===== src/doc_pkg.sv =====
package doc_pkg;
   // ---------------------------------------------
   // register map
   // ---------------------------------------------
   localparam int DOC_NREG = 6;
   localparam int DOC_NCFG = 5;
   localparam logic [2:0] DOC_IDX_OUTPUT_CH9_POLARITY_SHUTDOWN = 3'h0;
   localparam logic [2:0] DOC_IDX_OUTPUT_CH9_FUNCTION_GROUP = 3'h1;
   localparam logic [2:0] DOC_IDX_OUTPUT_CH10_POLARITY_SHUTDOWN = 3'h2;
   localparam logic [2:0] DOC_IDX_OUTPUT_CH10_FUNCTION_GROUP = 3'h3;
   localparam logic [2:0] DOC_IDX_CMD = 3'h4;
   localparam logic [2:0] DOC_IDX_STATUS = 3'h5;
   localparam int DOC_IDX_LSB = 2;
   localparam int DOC_IDX_W = 3;
   localparam int DOC_REG_W = 16;
   localparam logic [15:0] DOC_REG_RST = 16'h0000;
   localparam logic [1:0] DOC_RESP_OKAY = 2'h0;
   localparam logic [1:0] DOC_RESP_SLVERR = 2'h2;
   // ---------------------------------------------
   // digit fields
   // ---------------------------------------------
   localparam int DOC_DIGIT_W = 4;
   localparam int DOC_POL_LSB = 0;
   localparam int DOC_HOLD_LSB = 4;
   localparam int DOC_FUNC_LSB = 0;
   localparam int DOC_GRP_LSB = 4;
   localparam int DOC_GRP_W = 3;
   localparam int DOC_NGRP = 8;
   localparam int DOC_NCH = 2;
   localparam logic [3:0] DOC_POL_NEG = 4'h1;
   localparam logic [3:0] DOC_SHUT_HOLD = 4'h1;
   localparam logic [3:0] DOC_FUNC_DIGITAL = 4'h0;
   localparam logic [3:0] DOC_FUNC_LEVEL = 4'h2;
   localparam logic DOC_PIN_INIT = 1'b0;
   localparam logic DOC_PIN_OFF = 1'b0;
endpackage


===== src/doc_channel.sv =====
`timescale 1ns/1ps
module doc_channel (
   // clock and reset
   input wire logic aclk,
   input wire logic aresetn,
   input wire logic ce,
   // settings
   input wire logic [doc_pkg::DOC_REG_W-1:0] setting_one,
   input wire logic [doc_pkg::DOC_REG_W-1:0] setting_two,
   // sources
   input wire logic cmd_value,
   input wire logic [doc_pkg::DOC_NGRP-1:0] level_match,
   input wire logic comm_shutoff,
   // pin
   output logic pin_q
);
   import doc_pkg::*;

   // ---------------------------------------------
   // decode
   // ---------------------------------------------
   // only the two low digits are looked at
   wire [3:0] pol_code = setting_one[DOC_POL_LSB +: DOC_DIGIT_W];
   wire [3:0] shut_code = setting_one[DOC_HOLD_LSB +: DOC_DIGIT_W];
   wire [3:0] func_code = setting_two[DOC_FUNC_LSB +: DOC_DIGIT_W];
   wire [2:0] grp_code = setting_two[DOC_GRP_LSB +: DOC_GRP_W];
   wire invert = (pol_code == DOC_POL_NEG);
   wire hold = (shut_code == DOC_SHUT_HOLD);
   wire is_dig = (func_code == DOC_FUNC_DIGITAL);
   wire is_lvl = (func_code == DOC_FUNC_LEVEL);
   wire lvl_sel = level_match[grp_code];
   wire src = is_dig ? cmd_value : lvl_sel;
   wire live = (is_dig | is_lvl) ? (src ^ invert) : DOC_PIN_OFF;
   wire hold_val = hold ? pin_q : DOC_PIN_INIT;
   logic pin_d;
   assign pin_d = comm_shutoff ? hold_val : live;

   always_ff @(posedge aclk) begin
      if (!aresetn) begin
         pin_q <= DOC_PIN_INIT;
      end else if (ce) begin
         pin_q <= pin_d;
      end
   end

   // ---------------------------------------------
   // checks
   // ---------------------------------------------
   property p_polarity;
      @(posedge aclk) disable iff (!aresetn)
      (ce && !comm_shutoff && is_dig) |=> (pin_q == ($past(cmd_value) ^ $past(invert)));
   endproperty
   a_polarity: assert property (p_polarity) else $error("polarity not applied");

   property p_clear;
      @(posedge aclk) disable iff (!aresetn)
      (ce && comm_shutoff && !hold) |=> (pin_q == DOC_PIN_INIT);
   endproperty
   a_clear: assert property (p_clear) else $error("clear on shutoff failed");

   property p_hold;
      @(posedge aclk) disable iff (!aresetn)
      (comm_shutoff && hold) [*2] |-> $stable(pin_q);
   endproperty
   a_hold: assert property (p_hold) else $error("hold on shutoff failed");

   property p_level;
      @(posedge aclk) disable iff (!aresetn)
      (ce && !comm_shutoff && is_lvl) |=>
         (pin_q == ($past(level_match[grp_code]) ^ $past(invert)));
   endproperty
   a_level: assert property (p_level) else $error("level source not driven");

   property p_off;
      @(posedge aclk) disable iff (!aresetn)
      (ce && !comm_shutoff && !is_dig && !is_lvl) |=> (pin_q == DOC_PIN_OFF);
   endproperty
   a_off: assert property (p_off) else $error("undefined function not off");

   property p_group_last;
      @(posedge aclk) disable iff (!aresetn)
      (ce && !comm_shutoff && is_lvl && !invert && grp_code == 3'h7) |=>
         (pin_q == $past(level_match[DOC_NGRP-1]));
   endproperty
   a_group_last: assert property (p_group_last) else $error("group 8 not selected");
endmodule


===== src/doc_top.sv =====
// Register access over AXI4-Lite and the register addresses were left to the implementer.
`timescale 1ns/1ps
module doc_top #(
   parameter int ADDR_W = 8
) (
   // clock and reset
   input wire logic aclk,
   input wire logic aresetn,
   input wire logic ce,
   // axi4-lite write
   input wire logic [ADDR_W-1:0] awaddr,
   input wire logic awvalid,
   output logic awready,
   input wire logic [31:0] wdata,
   input wire logic [3:0] wstrb,
   input wire logic wvalid,
   output logic wready,
   output logic [1:0] bresp,
   output logic bvalid,
   input wire logic bready,
   // axi4-lite read
   input wire logic [ADDR_W-1:0] araddr,
   input wire logic arvalid,
   output logic arready,
   output logic [31:0] rdata,
   output logic [1:0] rresp,
   output logic rvalid,
   input wire logic rready,
   // system side
   input wire logic comm_shutoff,
   input wire logic [doc_pkg::DOC_NGRP-1:0] level_match,
   // pins
   output logic output_channel_nine,
   output logic output_channel_ten
);
   import doc_pkg::*;

   // ---------------------------------------------
   // address decode
   // ---------------------------------------------
   function automatic logic addr_ok(input logic [ADDR_W-1:0] a);
      logic [DOC_IDX_W-1:0] idx;
      idx = a[DOC_IDX_LSB +: DOC_IDX_W];
      addr_ok = (a >> (DOC_IDX_LSB + DOC_IDX_W)) == '0 && idx < DOC_IDX_W'(DOC_NREG);
   endfunction

   function automatic logic [15:0] merge(input logic [15:0] old, input logic [31:0] d,
                                         input logic [3:0] s);
      merge = {s[1] ? d[15:8] : old[15:8], s[0] ? d[7:0] : old[7:0]};
   endfunction

   logic awready_q, wready_q, bvalid_q, arready_q, rvalid_q;
   logic [1:0] bresp_q, rresp_q;
   logic [31:0] rdata_q;
   logic [DOC_REG_W-1:0] cfg_q [DOC_NCFG];
   logic [DOC_NCH-1:0] pins;

   wire aw_take = awvalid & wvalid & ~awready_q & ~bvalid_q;
   wire wr_fire = awready_q & awvalid & wvalid;
   wire [DOC_IDX_W-1:0] wr_idx = awaddr[DOC_IDX_LSB +: DOC_IDX_W];
   wire wr_ok = addr_ok(awaddr);
   wire ar_take = arvalid & ~arready_q & ~rvalid_q;
   wire rd_fire = arready_q & arvalid;
   wire [DOC_IDX_W-1:0] rd_idx = araddr[DOC_IDX_LSB +: DOC_IDX_W];
   wire rd_ok = addr_ok(araddr);
   wire [DOC_REG_W-1:0] status_w = {{(DOC_REG_W-DOC_NCH-1){1'b0}}, comm_shutoff, pins};
   wire [DOC_REG_W-1:0] rd_word = !rd_ok ? DOC_REG_RST :
                                  ((rd_idx == DOC_IDX_STATUS) ? status_w : cfg_q[rd_idx]);

   // ---------------------------------------------
   // write channel
   // ---------------------------------------------
   always_ff @(posedge aclk) begin
      if (!aresetn) begin
         awready_q <= 1'b0;
         wready_q <= 1'b0;
         bvalid_q <= 1'b0;
         bresp_q <= DOC_RESP_OKAY;
      end else if (ce) begin
         awready_q <= aw_take;
         wready_q <= aw_take;
         if (wr_fire) begin
            bvalid_q <= 1'b1;
            bresp_q <= wr_ok ? DOC_RESP_OKAY : DOC_RESP_SLVERR;
         end else if (bready) begin
            bvalid_q <= 1'b0;
         end
      end
   end

   always_ff @(posedge aclk) begin
      if (!aresetn) begin
         for (int i = 0; i < DOC_NCFG; i++) begin
            cfg_q[i] <= DOC_REG_RST;
         end
      end else if (ce && wr_fire && wr_ok && wr_idx < DOC_IDX_W'(DOC_NCFG)) begin
         cfg_q[wr_idx] <= merge(cfg_q[wr_idx], wdata, wstrb);
      end
   end

   // ---------------------------------------------
   // read channel
   // ---------------------------------------------
   always_ff @(posedge aclk) begin
      if (!aresetn) begin
         arready_q <= 1'b0;
         rvalid_q <= 1'b0;
         rdata_q <= 32'h0000_0000;
         rresp_q <= DOC_RESP_OKAY;
      end else if (ce) begin
         arready_q <= ar_take;
         if (rd_fire) begin
            rvalid_q <= 1'b1;
            rdata_q <= {16'h0000, rd_word};
            rresp_q <= rd_ok ? DOC_RESP_OKAY : DOC_RESP_SLVERR;
         end else if (rready) begin
            rvalid_q <= 1'b0;
         end
      end
   end

   assign awready = awready_q;
   assign wready = wready_q;
   assign bvalid = bvalid_q;
   assign bresp = bresp_q;
   assign arready = arready_q;
   assign rvalid = rvalid_q;
   assign rdata = rdata_q;
   assign rresp = rresp_q;

   // ---------------------------------------------
   // output channels
   // ---------------------------------------------
   for (genvar c = 0; c < DOC_NCH; c++) begin : g_ch
      doc_channel u_ch (
         .aclk(aclk),
         .aresetn(aresetn),
         .ce(ce),
         .setting_one(cfg_q[2*c]),
         .setting_two(cfg_q[2*c+1]),
         .cmd_value(cfg_q[DOC_IDX_CMD][c]),
         .level_match(level_match),
         .comm_shutoff(comm_shutoff),
         .pin_q(pins[c])
      );
   end

   assign output_channel_nine = pins[0];
   assign output_channel_ten = pins[1];

   // ---------------------------------------------
   // checks
   // ---------------------------------------------
   property p_bvalid_stays;
      @(posedge aclk) disable iff (!aresetn)
      (bvalid_q && !bready) |=> bvalid_q;
   endproperty
   a_bvalid_stays: assert property (p_bvalid_stays) else $error("bvalid dropped early");

   property p_write_lands;
      @(posedge aclk) disable iff (!aresetn)
      (ce && wr_fire && awaddr == '0 && wstrb[1:0] == 2'h3) |=> (cfg_q[0] == $past(wdata[15:0]));
   endproperty
   a_write_lands: assert property (p_write_lands) else $error("write did not land");

   property p_ready_pair;
      @(posedge aclk) disable iff (!aresetn)
      awready_q == wready_q;
   endproperty
   a_ready_pair: assert property (p_ready_pair) else $error("write readies apart");

   property p_aw_pulse;
      @(posedge aclk) disable iff (!aresetn)
      (ce && awready_q) |=> !awready_q;
   endproperty
   a_aw_pulse: assert property (p_aw_pulse) else $error("awready longer than a cycle");

   property p_ar_pulse;
      @(posedge aclk) disable iff (!aresetn)
      (ce && arready_q) |=> !arready_q;
   endproperty
   a_ar_pulse: assert property (p_ar_pulse) else $error("arready longer than a cycle");

   property p_bresp_stays;
      @(posedge aclk) disable iff (!aresetn)
      (bvalid_q && !bready) |=> $stable(bresp_q);
   endproperty
   a_bresp_stays: assert property (p_bresp_stays) else $error("bresp changed early");

   property p_rvalid_stays;
      @(posedge aclk) disable iff (!aresetn)
      (rvalid_q && !rready) |=> (rvalid_q && $stable(rdata_q) && $stable(rresp_q));
   endproperty
   a_rvalid_stays: assert property (p_rvalid_stays) else $error("read answer dropped early");

   property p_read_unmapped;
      @(posedge aclk) disable iff (!aresetn)
      (ce && rd_fire && !rd_ok) |=> (rdata_q == 32'h0000_0000 && rresp_q == DOC_RESP_SLVERR);
   endproperty
   a_read_unmapped: assert property (p_read_unmapped) else $error("unmapped read answered");

   property p_write_unmapped;
      @(posedge aclk) disable iff (!aresetn)
      (ce && wr_fire && !wr_ok) |=> (bresp_q == DOC_RESP_SLVERR);
   endproperty
   a_write_unmapped: assert property (p_write_unmapped) else $error("unmapped write okay");

   property p_status_read;
      @(posedge aclk) disable iff (!aresetn)
      (ce && rd_fire && rd_ok && rd_idx == DOC_IDX_STATUS) |=>
         (rdata_q[DOC_NCH-1:0] == $past(pins) && rdata_q[DOC_NCH] == $past(comm_shutoff));
   endproperty
   a_status_read: assert property (p_status_read) else $error("status word wrong");

   property p_freeze;
      @(posedge aclk) disable iff (!aresetn)
      !ce |=> ($stable(pins) && $stable(bvalid_q) && $stable(rvalid_q));
   endproperty
   a_freeze: assert property (p_freeze) else $error("state moved with enable low");

   c_write: cover property (@(posedge aclk) disable iff (!aresetn) wr_fire);
   c_read: cover property (@(posedge aclk) disable iff (!aresetn) rd_fire);
   c_shutoff: cover property (@(posedge aclk) disable iff (!aresetn)
      comm_shutoff && pins != '0);
   c_stall: cover property (@(posedge aclk) disable iff (!aresetn) bvalid_q && !bready);
   c_freeze: cover property (@(posedge aclk) disable iff (!aresetn) !ce && pins != '0);
endmodule


===== config.mk =====
export PLATFORM = sky130hd
export DESIGN_NAME = doc_top
export DESIGN_NICKNAME = d
export VERILOG_FILES = /design/src/doc_pkg.sv /design/src/doc_channel.sv /design/src/doc_top.sv
export SDC_FILE = /design/constraint.sdc
export NUM_CORES = 1
export LEC_CHECK = 0
export BUFFER_PORTS_ARGS = -buffer_cell sky130_fd_sc_hd__clkbuf_2
export CORE_MARGIN = 3
export CORE_UTILIZATION = 30
export DETAILED_ROUTE_END_ITERATION = 8
export PLACE_DENSITY_LB_ADDON = 0.05
export SETUP_SLACK_MARGIN = 0.5
export SYNTH_ARGS = -nofsm -noshare
export SYNTH_HDL_FRONTEND = slang
export SYNTH_SLANG_ARGS = --single-unit

===== constraint.sdc =====
create_clock -name aclk -period 6.4 [get_ports aclk]
set_clock_uncertainty 0.15 [all_clocks]
set_input_delay 0.32 -clock aclk [delete_from_list [all_inputs] [get_ports aclk]]
set_output_delay 0.32 -clock aclk [all_outputs]
set_load 0.05 [all_outputs]

==> metrics, run 1 <==
Logic pwr share 9.2%; Cell Chain, Critical Path and4_1 -> and3_1 -> and3_1 -> nand2b_1; final worst-path cycle share 39.8%; IO buf count between 70 and 80; Reg clk slew, reported paths 0.07 ns; Worst-Skew Late Latency 0.35 ns; Setup Buffers After CTS 0; Flop pwr share roughly 54%; CTS tree done; Clk network pwr share between 30% and 40%; reg2reg start wready; Worst Setup End Kind flop; internal power approximately 1.0 mW; Post-synth EDFFs 80; final wirelength around 13000 um; Worst Setup SP wready; via count between 3000 and 4000; max frequency roughly 390 MHz; worst hold slack 0.0909 ns; Initial Utilization a little under a third; reg2reg path depth 4; number of synthesized register bits ~100; critical path's top delay family simple AND/OR/NAND/NOR gates; Slew Limit Fails 0; synth warn 0; Area growth syn-to-layout 14.2%; grt ovf 0; core area ~0.017 mm^2; largest net degree at the start of global routing 42; Slew @ Worst Pin between 0.7 and 0.8 ns; worst r2r dst cfg_q[3][10]; final setup fails 0; # diodes 0; Placed Instances 707; fillcell total approximately 1700; RSZ-0062 raised after global routing no; initial antenna violation count 0; Die Area between 0.015 and 0.02 mm^2; Max-cap violations 0; CTS Buf Count 9; CTS max path bufs 2; synthesized area per cell between 10 and 15 um^2; met3 wire length 653 um; final hold violation count 0; # DRC 0; Lkg Pwr between 2 and 2.5 nW; hold_buf cts 0; WL met2 between 5000 and 6000 um; status completed; Highest Signal Layer met4; Max VDD drop 0.124 mV; Slew headroom between 40% and 50%; accumulated negative setup slack 0 ns; Netlist cell types 39; I/O pins around 110; share of synthesized registers carrying an async set or reset 0%; first-pass GRT wire length about 19000 um; multi-input logic area 0.00201 mm^2; H-tree depth 3; share of layout cells above drive strength 1 approximately a fifth; min cycle time layout 2.55 ns; dpl hpwl 9390 um; Final WS setup between 3 and 4 ns; flip-flop and latch area 0.00288 mm^2; Total Routing Usage GR between 10% and 20%; reg-to-reg slack, setup 3.85 ns; hold crit path type in2reg; fin cells just over 700; Worst Path Buf+Inv 0; pre-CTS WS 3.52 ns; DR iter-0 viols just under 200; Finished Core Util 35.1%; 1st-pass router iterations 4; kind of critical path reg2reg; hold path depth 3; post-synthesis sequential area ratio 56.4%; routability cong. 0.707; vias per inst 4.63; Net Switching roughly 350 uW; row count 47; Die Width ~140 um; DRT antenna net count 0; WHS Endpoint wready; vias in the first global route roughly 3300; Post-Synthesis Cells 439; highest cell delay on the worst timing path roughly 0.53 ns; CP max stage cell and4_1; CP required 6.25 ns; clk sink count 104; CTS resizes 0; WL/cell 17.5 um; Vert. Die Dim around 140 um; hold_sp awvalid; Mapped Area ~0.0051 mm^2; switch share approximately 25%; worst path arrival time 2.40 ns; most frequent cell on the critical path and3_1; pwr/cell area 238 mW/mm^2; CP Max Fanout 9; ys flop type edfxtp_1; crit path launch type flop; nets approximately 570; wl on met1 6300 um; clock tree root driver cell clkbuf_16
## how the worst max path moves through the flow
| stage | to | slack [ns] | depth (start not counted) |
|---|---|---|---|
| 6_report | cfg_q[3][10] | 3.85 | 4 |
| 5_1_grt | cfg_q[3][9] | 3.65 | 4 |
| 4_1_cts | cfg_q[3][10] | 3.78 | 4 |
| 3_5_place_dp | cfg_q[3][12] | 3.52 | 5 |
| 3_3_place_gp | cfg_q[3][14] | 3.52 | 5 |
| 2_1_floorplan | cfg_q[0][10] | 3.98 | 4 |
## final cells by class
| cell class | count | area share (%) |
|---|---|---|
| Sequential cell | 104 | 49.3 |
| Timing Repair Buffer | 73 | 6.34 |
| Clock buffer | 11 | 3.98 |
| Clock inverter | 5 | 0.578 |
| Multi-Input combinational cell | 300 | 34.4 |
| Tap cell | 220 | 4.71 |
| Inverter | 10 | 0.643 |
## Yosys cell counts, types with 2 or more instances
master / n / area share, %
nand4_1: 3 / 0.37
mux2i_1: 23 / 4.5
o21ai_0: 22 / 2.2
a21oi_1: 10 / 0.98
inv_1: 10 / 0.73
nor2_4: 4 / 0.88
nor2b_1: 10 / 1.2
nor4b_2: 2 / 0.59
and3_1: 5 / 0.61
o2bb2ai_1: 10 / 1.7
buf_4: 21 / 3.1
nor3_1: 14 / 1.4
buf_2: 10 / 0.98
nand2_1: 23 / 1.7
clkbuf_1: 10 / 0.73
xor2_1: 2 / 0.34
nor2_1: 6 / 0.44
a22oi_1: 2 / 0.29
o41ai_1: 2 / 0.34
nand3_1: 2 / 0.20
and2_1: 81 / 9.9
and4_1: 2 / 0.34
nand2b_1: 9 / 1.1
o221ai_1: 2 / 0.34
edfxtp_1: 80 / 47
a31oi_1: 3 / 0.37
dfxtp_1: 24 / 9.4
mux4_2: 6 / 2.6
a2111oi_0: 7 / 1.2
o21ai_1: 19 / 1.9
or3_4: 2 / 0.44
or3_1: 4 / 0.49
and2b_1: 2 / 0.29
nand3_4: 2 / 0.68
## cells in the final DEF (no fill, tap or decap), drive strengths merged, types with 14 or more instances in the layout
cell / netlist / final
edfxtp: 80 / 80
and2: 81 / 81
mux2i: 23 / 23
conb: 1 / 18
o21ai: 41 / 41
clkbuf: 10 / 82
nand2: 23 / 23
nor3: 14 / 14
dfxtp: 24 / 24
## worst min-delay path, stage by stage
cell	delay, ns
clkbuf_2	0.09
nand4_1	0.08
a21oi_1	0.06
## routing by layer
layer | vias to the layer above | track usage, %
met3 | 12 | 3.24
met5 | - | 0
met1 | 1577 | 20.0
li1 | 1672 | -
met2 | 89 | 21.1
met4 | 0 | 4.54
## metrics by stage
step                power, mW  instance area, um^2
finish                   1.39                 5840
global route             1.45                 5840
CTS                      1.41                 5840
detailed placement      0.894                 5580
global placement        0.894                 5580
floorplan               0.854                 5180
## registers in the layout, summed over array words and instances, names as in the netlist
name,cells
bvalid,1
g_ch.u_ch.pin_q,2
arready,1
cfg_q,80
wready,1
rresp,1
rdata,16
bresp,1
rvalid,1
## power by group through the flow
| stage | registers (mW) | logic [mW] | clock network, mW |
|---|---|---|---|
| 6_report | 0.750 | 0.127 | 0.513 |
| 4_1_cts | 0.750 | 0.129 | 0.531 |
| 3_5_place_dp | 0.765 | 0.129 | 0 |
| 2_1_floorplan | 0.767 | 0.0875 | 0 |
| 5_1_grt | 0.752 | 0.140 | 0.554 |
| 3_3_place_gp | 0.765 | 0.129 | 0 |
## kinds of logic after synthesis
family	count (synthesis)	synth area share, %
and+or+nand+nor	173	21.1
AOI/OAI and AO/OA	78	9.39
DFF	104	56.4
muxes	29	7.14
xor gates and xnor gates	2	0.343
buffers and inverters	52	5.60
other	1	0.0733
(Power assumes the default switching activity.)
==> run 2: changes to the inputs <==
clock period = 2.5 ns   (was 6.4 ns; I/O delays follow)
==> metrics, run 2 (synthesis results as in run 1) <==
status completed; max reg flops 80 (unchanged); Die Area 0.0187 mm^2 (unchanged); vias in the first global route 3361 (+1.1%); routability cong. 0.737 (+4.3%); Die Width 137 um (unchanged); Area growth syn-to-layout 22.6%; worst r2r dst cfg_q[1][11]; largest net degree at the start of global routing 22 (-48%); Logic pwr share 10.1% (+0.9 points); Max VDD drop 0.314 mV (+150%); kind of critical path in2reg; leading cell type in the layout, fill and taps excluded and2_1; clk sink count 104 (unchanged); CTS tree done; H-tree depth 3 (unchanged); DR iter-0 viols 162 (-17%); hold path depth 2 (-1); final hold violation count 0 (unchanged); dpl hpwl 9900 um (+5.5%); Slew headroom 50.8% (+5.3 points); nets 608 (+7.2%); Lkg Pwr 2.44 nW (+9.3%); pwr/cell area 592 mW/mm^2 (+150%); Total Routing Usage GR 14.4% (+0.33 points); most frequent cells in the layout and2_1 (81), edfxtp_1 (80), clkbuf_2 (71); clock tree root driver cell clkbuf_16; Cell Area, Placed 0.00575 mm^2 (+3.1%); IO buf count 71 (unchanged); Worst-Skew Late Latency 0.35 ns (about the same); highest cell delay on the worst timing path 0.52 ns (about the same); Clk network pwr share 38.2% (+1.3 points); first-pass GRT wire length 19600 um (+1.1%); CP max stage cell dlygate4sd3_1; Vert. Die Dim 137 um (unchanged); RSZ-0062 raised after global routing no; Cell Chain, Critical Path dlygate4sd3_1 -> clkbuf_2 -> and4_4 -> and3_1 -> and3_1 -> nand2b_2; Flop pwr share 51.7% (-2.3 points); # diodes 0 (unchanged); CTS max path bufs 2 (unchanged); crit path launch type input pin; CP required 2.39 ns (-3.86 ns); # DRC 0 (unchanged); accumulated negative setup slack 0 ns (unchanged); reg-to-reg slack, setup 0.65 ns (-3.20 ns); WL/cell 16.8 um (-3.6%); worst path arrival time 1.80 ns (-0.60 ns); reg2reg start wready; CP Max Fanout 8 (-1); 1st-pass router iterations 4 (unchanged); Net Switching 915 uW (+160%); Setup Buffers After CTS 0 (unchanged); max frequency 525 MHz; Reg clk slew, reported paths 0.07 ns (about the same); min cycle time layout between 1.5 and 2 ns; Power Total 3.71 mW (+170%); vias per inst 4.64 (about the same); final worst-path cycle share 76.1%; share of layout cells above drive strength 1 24.3% (+3.4 points); row count 47 (unchanged); switch share 24.6% (-0.47 points); hold_sp wdata[5]; core area 0.0166 mm^2 (unchanged); initial antenna violation count 0 (unchanged); CTS Buf Count 9 (unchanged); grt ovf 0 (unchanged); I/O pins 112 (unchanged); final setup fails 0 (unchanged); DRT antenna net count 0 (unchanged); internal power 2.80 mW (+170%); Initial Utilization 30.7% (unchanged); Slew Limit Fails 0 (unchanged); reg2reg path depth 4 (unchanged); Slew @ Worst Pin 0.728 ns (-0.0690 ns); Largest Register cfg_q; Max-cap violations 0 (unchanged); Worst Setup End Kind flop; post-route cell area 0.00627 mm^2 (+7.3%); final wirelength 12900 um (+1.9%); via count 3542 (+5.7%); most frequent cell on the critical path and3_1; hold crit path type in2reg; WHS Endpoint cfg_q[0][5]
## run 2: changes by cell type in the layout (fill, tap and decap cells not counted), sizes merged
cell         change
dlygate4sd3     +22
bufinv           +1
clkbuf           -1
clkinvlp         -1
clkinv           +1
buf             +19
## run 2: how the worst max path moves through the flow
| stage | startpoint | to | slack (ns) | cells after the start |
|---|---|---|---|---|
| after floorplan | wready | cfg_q[3][0] | 0.56 | 6 |
| final | awvalid | cfg_q[1][11] | 0.60 | 6 |
| after detailed placement | wready | cfg_q[2][13] | 0.37 | 3 |
| after CTS | awvalid | cfg_q[3][13] | 0.56 | 6 |
| after global placement | wready | cfg_q[3][14] | 0.39 | 4 |
| after global routing | awvalid | cfg_q[1][11] | 0.50 | 6 |
## run 2: cell type report
cell class                 count  area, um^2
sequential                   104        2890
tap                          220         275
timing repair buffer         114         746
clock inverter                 6        60.1
clock buffer                  10         229
multi-input combinational    300        2040
inverter                      10        37.5
fill                        1662       10400
## run 2: stage by stage
step	instances	hold slack [ns]	utilization [%]	setup slack [ns]
finish	764	0.00396	37.7	0.597
global route	764	0.00645	37.7	0.503
CTS	764	0.00137	37.6	0.557
detailed placement	726	0.253	34.5	0.367
global placement	726	0.239	34.5	0.386
floorplan	456	0.132	-	0.564
## run 2: timing repair
| item | in CTS | in global routing |
|---|---|---|
| hold buffers | 22 | 0 |
| gates resized for setup | 3 | 2 |
| endpoints found under the setup margin | 48 | 16 |
| gates cloned | 0 | 0 |
| endpoints found under the hold margin | 73 | 0 |
## run 2: critical path: cells and delay by family
| family | cells | cell delay (ns) |
|---|---|---|
| and+or+nand+nor | 4 | 1.03 |
| buffers and inverters | 2 | 0.63 |
## run 2: power groups by stage
stage / clock network [mW] / logic, mW / registers (mW)
finish: 1.42 / 0.375 / 1.92
global route: 1.52 / 0.411 / 1.92
CTS: 1.45 / 0.378 / 1.92
detailed placement: 0 / 0.350 / 1.96
global placement: 0 / 0.348 / 1.96
floorplan: 0 / 0.225 / 1.96
## run 2: routing by layer
layer	GRT usage [%]	up-vias	share of wire, %
met5	0	-	0
met1	21.2	1681	52
li1	-	1754	-
met2	20.7	92	42
met4	5.26	0	1.7
met3	2.98	15	4.7
==> run 3: changes to the inputs <==
clock period = 1.77 ns   (was 2.5 ns; I/O delays follow)
==> metrics, run 3 (synthesis results as in run 1) <==
Worst-Skew Late Latency 0.35 ns (about the same); vias in the first global route 3704 (+10%); Largest Register cfg_q; failing checks negative hold slack; Worst Path Buf+Inv 1 (-1); core area 0.0166 mm^2 (unchanged); critical path's top delay family simple AND/OR/NAND/NOR gates; Slew Limit Fails 0 (unchanged); Vert. Die Dim 137 um (unchanged); Flop pwr share 50.9% (-0.8 points); final wirelength 13600 um (+5.7%); via count 3743 (+5.7%); # diodes 0 (unchanged); Final WS setup 0.0379 ns (-0.559 ns); fillcell total 1584 (-4.7%); Logic pwr share 12.8% (+2.7 points); status finished, violations left; CTS max path bufs 2 (unchanged); routability cong. 0.768 (+4.2%); Lkg Pwr 2.78 nW (+14%); flip-flop and latch area 0.00290 mm^2 (+0.39%); kind of critical path reg2reg; nets 642 (+5.6%); max frequency 577 MHz; Reg clk slew, reported paths 0.07 ns (about the same); reg2reg path depth 5 (+1); final worst-path cycle share between 90 and 100%; highest cell delay on the worst timing path 0.34 ns (-0.18 ns); clk sink count 104 (unchanged); worst hold slack -0.138 ns (-0.142 ns); max reg flops 80 (unchanged); worst r2r dst cfg_q[1][12]; leading cell type in the layout, fill and taps excluded edfxtp_1; WL/cell 17.0 um (+1.2%); first-pass GRT wire length 21000 um (+7.1%); CP required 1.67 ns (-0.72 ns); hold_sp wvalid; most frequent cell on the critical path and3_4; CTS tree done; hold path depth 3 (+1); Initial Utilization 30.7% (unchanged); crit path launch type flop; pre-CTS WS -0.0674 ns (-0.435 ns); Cell Chain, Critical Path and4_4 -> buf_12 -> and3_4 -> and3_4 -> nand2b_4; Worst Setup End Kind flop; hold crit path type in2reg; Die Width 137 um (unchanged); share of layout cells above drive strength 1 46.5% (+22 points); row count 47 (unchanged); reg-to-reg slack, setup 0.04 ns (-0.61 ns); largest net degree at the start of global routing 18 (-18%); CTS Buf Count 9 (unchanged); pwr/cell area 740 mW/mm^2 (+25%); H-tree depth 3 (unchanged); 1st-pass router iterations 6 (+2); # DRC 0 (unchanged); switch share 25.1% (+0.44 points); grt ovf 0 (unchanged); dpl hpwl 9870 um (-0.37%); reg2reg start wready; CP Max Fanout 8 (unchanged); Die Area 0.0187 mm^2 (unchanged); Area growth syn-to-layout 40.4%; multi-input logic area 0.00251 mm^2 (+23%); IO buf count 71 (unchanged); Max-cap violations 0 (unchanged); internal power 3.98 mW (+42%); final setup fails 0 (unchanged); Power Total 5.32 mW (+43%); most frequent cells in the layout edfxtp_1 (80), clkbuf_2 (61), and2_4 (52); Finished Core Util 43.2% (+5.5 points); min cycle time layout approximately 1.7 ns; DR iter-0 viols 158 (-2.5%); accumulated negative setup slack 0 ns (unchanged); Total Routing Usage GR 15.3% (+0.91 points); Max VDD drop 0.458 mV (+46%); RSZ-0062 raised after global routing yes; clock tree root driver cell clkbuf_16; DRT antenna net count 0 (unchanged); CP max stage cell dfxtp_4; vias per inst 4.69 (+1.2%); final hold violation count 1 (+1); Net Switching 1.33 mW (+46%); Clk network pwr share 36.2% (-2.0 points); I/O pins 112 (unchanged); initial antenna violation count 0 (unchanged); worst path arrival time 1.63 ns (-0.17 ns); WHS Endpoint wready
[run 3: cell count changes in the layout (fill, tap and decap cells not counted), moves of 9 or more]
cell,before,now
and2_4,0,52
o21ai_2,0,15
buf_4,20,35
and2_1,81,28
o21ai_0,21,12
clkbuf_2,71,61
[run 3: how the worst max path moves through the flow]
stage | startpoint | end | slack (ns) | cells past startpoint
after floorplan | wready | cfg_q[3][0] | -0.06 | 6
after global placement | awaddr[6] | cfg_q[2][14] | -0.06 | 6
after detailed placement | awaddr[6] | cfg_q[2][12] | -0.07 | 6
after CTS | wready | cfg_q[1][8] | 0.03 | 5
after global routing | wready | cfg_q[1][8] | -0.008 | 5
final | wready | cfg_q[1][12] | 0.04 | 5
[run 3: worst min-delay path, cell delays in order]
cell	delay (ns)
clkbuf_2	0.09
nand4_1	0.08
a21oi_1	0.05
[run 3: layout make-up]
class,count,share of cell area (%)
repair buffers,147,16.3
clock inverters,4,0.366
multi-input cells,301,35.0
inverters,10,0.575
flip-flops and latches,104,40.3
well taps,220,3.83
clock buffers,12,3.57
[run 3: metal layers]
metal	global-route usage, %	share of wire [%]	vias to the layer above
met5	0	0	-
met4	5.60	1.5	0
met3	2.17	4.1	12
met2	23.8	47	88
met1	21.7	48	1821
li1	-	-	1822
[run 3: repair_timing]
action                                  CTS  global route
pin swaps                                31             8
setup buffers                            10             3
endpoints found under the setup margin  181           186
hold buffers                             23             2
resized for setup                        68            75
cloned                                    2             0
hold endpoints to repair                 86             2
[run 3: power by group through the flow]
stage / registers [mW] / logic [mW] / clock network (mW)
after floorplan: 2.77 / 0.326 / 0
final: 2.71 / 0.682 / 1.93
after global routing: 2.71 / 0.736 / 2.09
after CTS: 2.71 / 0.659 / 2.00
after global placement: 2.76 / 0.546 / 0
after detailed placement: 2.76 / 0.549 / 0
[run 3: through the flow]
step | area, um^2 | cells
after global placement | 6040 | 743
after detailed placement | 6040 | 743
final | 7180 | 798
after floorplan | 5300 | 456
after CTS | 6930 | 794
after global routing | 7180 | 798
